### config.mk
export PLATFORM = sky130hd
export DESIGN_NAME = power_reduction_mode_control
export DESIGN_NICKNAME = d
export VERILOG_FILES = /design/src/rtl/pwr_mode_pkg.sv /design/src/rtl/power_reduction_mode_control.sv
export SDC_FILE = /design/constraint.sdc
export NUM_CORES = 1
export LEC_CHECK = 0
export BUFFER_PORTS_ARGS = -buffer_cell sky130_fd_sc_hd__buf_2
export CORE_AREA = 5 5 118 120
export DETAILED_ROUTE_END_ITERATION = 8
export DIE_AREA = 0 0 123 125
export GPL_TIMING_DRIVEN = 0
export PLACE_DENSITY = 0.55
export SLEW_MARGIN = 10
export SYNTH_ARGS = -nofsm -noshare
export SYNTH_HDL_FRONTEND = slang
export SYNTH_SLANG_ARGS = --single-unit
### constraint.sdc
create_clock -name i_sys_clk -period 2.3 [get_ports i_sys_clk]
set_input_delay 0.46 -clock i_sys_clk [delete_from_list [all_inputs] [get_ports i_sys_clk]]
set_output_delay 0.46 -clock i_sys_clk [all_outputs]
set_load 0.03 [all_outputs]
### src/rtl/pwr_mode_pkg.sv
// Constants, types and state names for the power reduction mode controller
// ---------------------------------------------------------------------------
// ---------------------------------------------------------------------------
package pwr_mode_pkg;
   localparam int          NUM_PINS            = 8;
   localparam logic [15:0] ADDR_WAKE_SELECT    = 16'hF1C0;
   localparam logic [15:0] ADDR_SYS_CONFIG     = 16'hF1C2;
   localparam logic [15:0] ADDR_STATUS         = 16'hF1C4;
   localparam logic [15:0] WAKE_SELECT_RESET   = 16'h0000;
   localparam logic [15:0] SYS_CONFIG_RESET    = 16'h0000;
   localparam int          WAKE_CFG_BIT        = 0;
   localparam logic [1:0]  SEL_OFF             = 2'h0;
   localparam logic [1:0]  SEL_HIGH            = 2'h1;
   localparam logic [1:0]  SEL_LOW             = 2'h2;
   localparam logic [1:0]  SEL_ANY             = 2'h3;

   typedef enum logic [2:0] {ST_RUN, ST_DRAIN, ST_IDLE, ST_PD, ST_WAKE} pwr_state_e;

   typedef struct packed {
      logic [15:0] addr;
      logic [15:0] wdata;
      logic        wr;
      logic        rd;
   } bus_req_s;
endpackage : pwr_mode_pkg

### src/rtl/power_reduction_mode_control.sv
// Power reduction mode controller: Idle and Power Down entry, exit and wake
`timescale 1ns/1ps
module power_reduction_mode_control
(
   input  wire logic                  i_sys_clk,
   input  wire logic                  i_arst_n,
   input  wire pwr_mode_pkg::bus_req_s i_bus,
   output logic [15:0]                o_rdata,
   input  wire logic                  i_idle_instr,
   input  wire logic                  i_deep_sleep_instr,
   input  wire logic                  i_end_init_instr,
   input  wire logic                  i_return_from_irq_instr,
   input  wire logic                  i_instr_done,
   input  wire logic                  i_bus_busy,
   input  wire logic                  i_ready_enable,
   input  wire logic                  i_ready_polarity,
   input  wire logic                  i_ready_pin,
   input  wire logic                  i_irq_request,
   input  wire logic                  i_periph_event_xfer_active,
   input  wire logic                  i_periph_event_xfer_fail,
   input  wire logic                  i_nmi_pin,
   input  wire logic [7:0]            i_fast_ext_irq_pin,
   input  wire logic                  i_delay_below_threshold,
   output logic                       o_cpu_clk_en,
   output logic                       o_periph_clk_en,
   output logic                       o_osc_pll_en,
   output logic                       o_watchdog_hold,
   output logic                       o_rpd_pulldown_en,
   output logic                       o_rpd_pullup_en,
   output logic                       o_idle_resume_pend,
   output logic [7:0]                 o_fast_irq_req
);

   // ------------------------------------------------------------------
   // Pin synchronisers
   // ------------------------------------------------------------------
   // Every asynchronous pin passes two flops; only stage two is read.
   localparam int SYNC_W = 11;
   logic [SYNC_W-1:0] sync_a;
   logic [SYNC_W-1:0] sync_b;
   logic [7:0]        pin_lvl;
   logic              nmi_lvl;
   logic              ready_lvl;
   logic              delay_low;

   always_ff @(posedge i_sys_clk or negedge i_arst_n)
   begin
      if (!i_arst_n)
      begin
         sync_a <= '0;
         sync_b <= '0;
      end
      else
      begin
         sync_a <= {i_delay_below_threshold, i_ready_pin, i_nmi_pin, i_fast_ext_irq_pin};
         sync_b <= sync_a;
      end
   end

   assign pin_lvl   = sync_b[7:0];
   assign nmi_lvl   = sync_b[8];
   assign ready_lvl = sync_b[9];
   assign delay_low = sync_b[10];

   // ------------------------------------------------------------------
   // Registers
   // ------------------------------------------------------------------
   logic [15:0] wake_select;
   logic [15:0] sys_config;
   logic        cfg_locked;
   logic        wake_cfg;
   logic        ready_last;
   logic        ready_acc;
   logic        busy_d;
   pwr_mode_pkg::pwr_state_e state;
   pwr_mode_pkg::pwr_state_e next_state;
   logic        kind_deep;

   assign wake_cfg = sys_config[pwr_mode_pkg::WAKE_CFG_BIT];

   always_ff @(posedge i_sys_clk or negedge i_arst_n)
   begin
      if (!i_arst_n)
         cfg_locked <= 1'b0;
      else if (i_end_init_instr)
         cfg_locked <= 1'b1;
   end

   always_ff @(posedge i_sys_clk or negedge i_arst_n)
   begin
      if (!i_arst_n)
      begin
         wake_select <= pwr_mode_pkg::WAKE_SELECT_RESET;
         sys_config  <= pwr_mode_pkg::SYS_CONFIG_RESET;
      end
      else if (i_bus.wr)
      begin
         if (i_bus.addr == pwr_mode_pkg::ADDR_WAKE_SELECT)
            wake_select <= i_bus.wdata;
         if (i_bus.addr == pwr_mode_pkg::ADDR_SYS_CONFIG && !cfg_locked)
            sys_config <= {15'h0000, i_bus.wdata[pwr_mode_pkg::WAKE_CFG_BIT]};
      end
   end

   // Read data stand only in the cycle after the strobe
   always_ff @(posedge i_sys_clk or negedge i_arst_n)
   begin
      if (!i_arst_n)
         o_rdata <= 16'h0000;
      else if (!i_bus.rd)
         o_rdata <= 16'h0000;
      else
      begin
         case (i_bus.addr)
            pwr_mode_pkg::ADDR_WAKE_SELECT: o_rdata <= wake_select;
            pwr_mode_pkg::ADDR_SYS_CONFIG:  o_rdata <= sys_config;
            pwr_mode_pkg::ADDR_STATUS:
               o_rdata <= {10'h000, cfg_locked, ready_last,
                           state == pwr_mode_pkg::ST_WAKE,
                           state == pwr_mode_pkg::ST_PD,
                           state == pwr_mode_pkg::ST_IDLE,
                           state == pwr_mode_pkg::ST_DRAIN};
            default:                        o_rdata <= 16'h0000;
         endcase
      end
   end

   // ------------------------------------------------------------------
   // Ready tracking over the last bus access
   // ------------------------------------------------------------------
   logic ready_match;
   logic ready_seen;
   assign ready_match = (ready_lvl == i_ready_polarity);
   // An access ending at this very edge is the most recent one; its result
   // is not yet in ready_last, so take it straight from the accumulator.
   assign ready_seen  = (busy_d && !i_bus_busy) ? ready_acc : ready_last;

   always_ff @(posedge i_sys_clk or negedge i_arst_n)
   begin
      if (!i_arst_n)
      begin
         busy_d     <= 1'b0;
         ready_acc  <= 1'b0;
         ready_last <= 1'b1;
      end
      else
      begin
         busy_d <= i_bus_busy;
         if (i_bus_busy && !busy_d)
            ready_acc <= ready_match;
         else if (i_bus_busy)
            ready_acc <= ready_acc | ready_match;
         if (!i_bus_busy && busy_d)
            ready_last <= ready_acc;
      end
   end

   // ------------------------------------------------------------------
   // Per-pin select decode, edges and wake levels
   // ------------------------------------------------------------------
   // One decode for both entry test and wake test: a pin is "active" when
   // it sits at its wake level, compared to the level it had at entry.
   function automatic logic pin_active(input logic [1:0] sel,
                                       input logic       lvl,
                                       input logic       ref_lvl);
      case (sel)
         pwr_mode_pkg::SEL_HIGH: pin_active = lvl;
         pwr_mode_pkg::SEL_LOW:  pin_active = !lvl;
         pwr_mode_pkg::SEL_ANY:  pin_active = lvl != ref_lvl;
         default:                pin_active = 1'b0;
      endcase
   endfunction : pin_active

   logic [7:0] prev_lvl;
   logic [7:0] entry_lvl;
   logic [7:0] entry_block;
   logic [7:0] wake_hit;
   logic [7:0] edge_req;

   genvar gi;
   generate
      for (gi = 0; gi < pwr_mode_pkg::NUM_PINS; gi++)
      begin : g_pin
         logic [1:0] sel;
         assign sel = wake_select[2*gi+1:2*gi];
         assign entry_block[gi] = pin_active(sel, pin_lvl[gi], pin_lvl[gi]);
         // Level sensitive; the interrupt enable bits play no part here
         assign wake_hit[gi] = pin_active(sel, pin_lvl[gi], entry_lvl[gi]);
         assign edge_req[gi] =
            ((sel == pwr_mode_pkg::SEL_HIGH) && pin_lvl[gi] && !prev_lvl[gi]) ||
            ((sel == pwr_mode_pkg::SEL_LOW) && !pin_lvl[gi] && prev_lvl[gi]) ||
            ((sel == pwr_mode_pkg::SEL_ANY) && (pin_lvl[gi] != prev_lvl[gi]));
      end
   endgenerate

   always_ff @(posedge i_sys_clk or negedge i_arst_n)
   begin
      if (!i_arst_n)
         prev_lvl <= 8'h00;
      else
         prev_lvl <= pin_lvl;
   end

   // ------------------------------------------------------------------
   // Mode sequencer
   // ------------------------------------------------------------------
   logic entry_ok;
   logic drain_done;
   assign drain_done = (state == pwr_mode_pkg::ST_DRAIN) && !i_bus_busy;
   assign entry_ok   = !(i_ready_enable && !ready_seen);

   always_comb
   begin
      next_state = state;
      case (state)
         pwr_mode_pkg::ST_RUN:
            if (i_idle_instr || i_deep_sleep_instr)
               next_state = pwr_mode_pkg::ST_DRAIN;
         pwr_mode_pkg::ST_DRAIN:
            if (!i_bus_busy)
            begin
               if (!entry_ok)
                  next_state = pwr_mode_pkg::ST_RUN;
               else if (!kind_deep)
                  next_state = pwr_mode_pkg::ST_IDLE;
               else if (!wake_cfg)
                  next_state = nmi_lvl ? pwr_mode_pkg::ST_RUN : pwr_mode_pkg::ST_PD;
               else
                  next_state = (|entry_block) ? pwr_mode_pkg::ST_RUN : pwr_mode_pkg::ST_PD;
            end
         pwr_mode_pkg::ST_IDLE:
            // A transfer in flight keeps Idle; only its failure or an interrupt request ends it
            if (i_irq_request || i_periph_event_xfer_fail)
               next_state = pwr_mode_pkg::ST_RUN;
         pwr_mode_pkg::ST_PD:
            // With config 0 only the asynchronous reset leaves this state
            if (wake_cfg && (|wake_hit))
               next_state = pwr_mode_pkg::ST_WAKE;
         pwr_mode_pkg::ST_WAKE:
            if (delay_low)
               next_state = pwr_mode_pkg::ST_RUN;
         default:
            next_state = pwr_mode_pkg::ST_RUN;
      endcase
   end

   always_ff @(posedge i_sys_clk or negedge i_arst_n)
   begin
      if (!i_arst_n)
         state <= pwr_mode_pkg::ST_RUN;
      else
         state <= next_state;
   end

   always_ff @(posedge i_sys_clk or negedge i_arst_n)
   begin
      if (!i_arst_n)
         kind_deep <= 1'b0;
      else if (state == pwr_mode_pkg::ST_RUN && (i_idle_instr || i_deep_sleep_instr))
         kind_deep <= i_deep_sleep_instr;
   end

   // Entry levels let select 11 wake on any change from them
   always_ff @(posedge i_sys_clk or negedge i_arst_n)
   begin
      if (!i_arst_n)
         entry_lvl <= 8'h00;
      else if (drain_done)
         entry_lvl <= pin_lvl;
   end

   // ------------------------------------------------------------------
   // Clock, oscillator and delay pin controls
   // ------------------------------------------------------------------
   logic in_pd;
   assign in_pd = (state == pwr_mode_pkg::ST_PD) || (state == pwr_mode_pkg::ST_WAKE);

   assign o_cpu_clk_en      = (state != pwr_mode_pkg::ST_IDLE) && !in_pd;
   assign o_periph_clk_en   = !in_pd;
   assign o_osc_pll_en      = state != pwr_mode_pkg::ST_PD;
   assign o_watchdog_hold   = in_pd;
   assign o_rpd_pulldown_en = state == pwr_mode_pkg::ST_WAKE;
   // Pull-up off while discharging, else it fights the weak pull-down
   assign o_rpd_pullup_en   = wake_cfg && (state != pwr_mode_pkg::ST_WAKE);

   // ------------------------------------------------------------------
   // Resume tracking and interrupt requests
   // ------------------------------------------------------------------
   always_ff @(posedge i_sys_clk or negedge i_arst_n)
   begin
      if (!i_arst_n)
         o_idle_resume_pend <= 1'b0;
      else if (state == pwr_mode_pkg::ST_IDLE && next_state == pwr_mode_pkg::ST_RUN)
         o_idle_resume_pend <= 1'b1;
      else if (i_return_from_irq_instr)
         o_idle_resume_pend <= 1'b0;
   end

   // Wake requests wait for one completed instruction so the one after
   // the deep-sleep instruction runs before the service call.
   logic [7:0] wake_cap;
   logic [7:0] wake_pend;

   always_ff @(posedge i_sys_clk or negedge i_arst_n)
   begin
      if (!i_arst_n)
         wake_cap <= 8'h00;
      else if (state == pwr_mode_pkg::ST_PD && next_state == pwr_mode_pkg::ST_WAKE)
         wake_cap <= wake_hit;
   end

   always_ff @(posedge i_sys_clk or negedge i_arst_n)
   begin
      if (!i_arst_n)
         wake_pend <= 8'h00;
      else if (state == pwr_mode_pkg::ST_WAKE && next_state == pwr_mode_pkg::ST_RUN)
         wake_pend <= wake_cap;
      else if (i_instr_done)
         wake_pend <= 8'h00;
   end

   // Request pulses feed the flag logic; servicing depends on its enable
   always_ff @(posedge i_sys_clk or negedge i_arst_n)
   begin
      if (!i_arst_n)
         o_fast_irq_req <= 8'h00;
      else
         o_fast_irq_req <= (in_pd ? 8'h00 : edge_req) |
                           (i_instr_done ? wake_pend : 8'h00);
   end
endmodule : power_reduction_mode_control

==> impl_metrics.ini <==
[status]
outcome = complete, no violations

[timing]
hold_viol = 0
fmax_ghz = 0.464
rsz0062_at_grt = no
timing.final.crit_share_pct = 93.7
layout_min_cycle_time_ns = 2.15
drv_slew = 0
relSlewSlack_pct = 55.8
fin_ws_ns = 0.146
clock_skew_ns = 0.0101
fin_setup_tns_ns = 0
hold_slack_ns = 0.217
finalSetupViolations = 0
worstMarginPinSlew_ns = 0.657

[floorplanning]
initial_core_util_pct = 32.9
die_w_um = 123
die_h_um = 125
ios = 89
num_rows = 42
core_area_sq_mm = 0.0129
dieArea_sq_mm = 0.0154

[routing]
drt_first_iter_violations = 106
post_drt_wl_per_cell_um = 14.8
dr.max_layer_used = met4
dr_total_vias = 2727
wl_met1_mm = 4.21
dr_wl_met3_um = 287
dr.pass1.iters = 4
vias_per_cell = 4.46
drc = 0
met2_length_mm = 4.37
antenna_left = 0
routed_wl_mm = 9.05

[flow_run]
max-cap-violations = 0

[grt]
grt_max_degree = 78
grt_pass1_wl_mm = 15.0
grt_use_total_pct = 12.5
antenna_found_initial = 0
overflow = 0
grt_pass1_vias = 2774

[cts]
tritoncts = done
clkTransAtPathRegs_ns = 0.07
clk_latency_ns = 0.34
cts_setup_buffers = 0
cts_made_buffers = 9
clock-sinks = 104
root_buffer = clkbuf_16
cts_max_path_buffers = 2
cts_htree_levels = 3

[pwr]
irDropWorstVdd_mv = 0.316
p_leak_nw = 2.54
power.density_mw_per_mm2 = 812

[synthesis]
synth_top_cell_by_area = dfrtp_1
synth_cells = 330
async_flop_share_pct = 100
ys.flop_type = dfrtp_1
yosysMostFrequentCell = dfrtp_1
synth_top_area_share_pct = 60.8
yosys_warnings = 0
synth.avg_cell_area_sq_um = 12.9
yosys-top-cells-area = dfrtp_1, mux2_2, mux2_4
syn-cell-area_sq_mm = 0.00424
synth_edf_count = 0
ys_ff_latch = 104
syn-num-nets = 388
ys_types = 41
synth.yosys.seq_area_share_pct = 61.4
synthTopCellsByCount = dfrtp_1, mux2_2, nand2_1

[layout]
drive_gt1_share_pct = 35.2
stdcell_count = 611
fin_area_sq_mm = 0.00529
antenna_cells = 0
syn_to_final_growth_pct = 24.8
final_nets = 488
n_fill_cell = 1243

[placed_design]
portBuffers = 87
place_congestion = 0.779
pre_cts_ws_ns = -0.215
dpl.hpwl_mm = 6.83
placed_cells = 594
dpl-instance-area_sq_mm = 0.00494

[critical_path]
worstSetupPathType = register to output pin
cp.required_ns = 1.84
cp.arrival_ns = 1.69
crit_path_start_kind = register
endpoint_kind = output pin
path_max_fanout = 10

[min_path]
hold_path.class = input port to register
placed cells by master (no fill, tap or decap), types with 2 or more instances in the layout:
master       n
bufinv_16    2
mux2_2      24
nor2b_1     12
or2_2        2
nor2_1       8
o21ai_0     15
clkbuf_16    9
mux2_4      10
nand2_1     24
nand2b_1    23
nor3_1       2
a22o_1       9
nand4b_1     2
o22ai_1     15
dfrtp_1    103
clkbuf_1     8
nor4_1       4
inv_6        2
inv_1        7
and2_1      18
mux2i_1     11
nand3b_1     5
a21oi_1      4
buf_2       86
registers in the layout (all words and copies together) (netlist names):
signal              cells
busy_d                  1
cfg_locked              1
entry_lvl               8
kind_deep               1
o_fast_irq_req          8
o_idle_resume_pend      1
o_rdata                16
prev_lvl                8
ready_acc               1
ready_last              1
state                   3
sync_a                 11
sync_b                 11
sys_config              1
wake_cap                8
wake_pend               8
wake_select            16
cell type report:
class                   instances  area, sq um  share of cell area [%]
clock buffers                  11          243                    4.59
plain buffers                   8         46.3                   0.875
inverters                       7         26.3                   0.496
repair buffers                 89          479                    9.05
flip-flops and latches        104         2600                    49.2
multi-input cells             211         1590                    30.0
clock inverters                 5         86.3                    1.63
well taps                     176          220                    4.16
final timing paths:
path / slack (ns) / end / startpoint / depth (start not counted)
min reg2reg: 0.35 / sync_b[8]$_DFF_PN0_ / sync_a[8]$_DFF_PN0_ / 0
min in group asynchronous: 0.55 / sync_a[3]$_DFF_PN0_ / i_arst_n / 2
min: 0.22 / sync_a[2]$_DFF_PN0_ / i_fast_ext_irq_pin[2] / 1
max: 0.15 / o_periph_clk_en / state[1]$_DFF_PN0_ / 4
max reg2reg: 0.21 / wake_cap[1]$_DFFE_PN0P_ / wake_select[14]$_DFFE_PN0P_ / 5
max in group asynchronous: 1.05 / ready_last$_DFF_PN1_ / i_arst_n / 3
stage by stage:
| step | utilization [%] | power, mW |
|---|---|---|
| floorplan | - | 2.43 |
| global placement | 38.1 | 2.63 |
| detailed placement | 38.3 | 2.65 |
| CTS | 41.0 | 4.34 |
| global route | 41.1 | 4.49 |
| finish | 41.1 | 4.30 |
logic make-up after synthesis:
group / after synthesis / share of synthesized area (%)
and+or+nand+nor: 114 / 16.3
DFF: 104 / 61.4
AOI/OAI and AO/OA: 51 / 7.85
muxes: 45 / 12.5
buffers and inverters: 15 / 1.71
xor gates and xnor gates: 1 / 0.207
power breakdown:
| part | leakage (nW) | internal, mW | switching [mW] |
|---|---|---|---|
| Clock | 0.161 | 0.994 | 0.677 |
| Sequential | 1.35 | 1.97 | 0.0966 |
| Combinational | 1.04 | 0.235 | 0.321 |
| Total | 2.54 | 3.20 | 1.09 |
layer usage:
| metal | GRT usage, % | vias up |
|---|---|---|
| met3 | 2.21 | 11 |
| met1 | 17.6 | 1322 |
| met4 | 5.08 | 0 |
| met5 | 0 | - |
| li1 | - | 1353 |
| met2 | 19.2 | 41 |
worst max-delay path, stage by stage (launching register included):
cell and delay [ns]:
dfrtp_1 0.43, nor2b_2 0.20, and2_2 0.25, nor2_4 0.21
buf_2 0.26
what timing repair did:
action | 4_1_cts | 5_1_grt
endpoints found under the setup margin | 2 | 2
hold endpoints to repair | 27 | 0
resized for setup | 2 | 3
hold buffers | 1 | 0
Note: power is estimated with default switching activity, not from simulation.
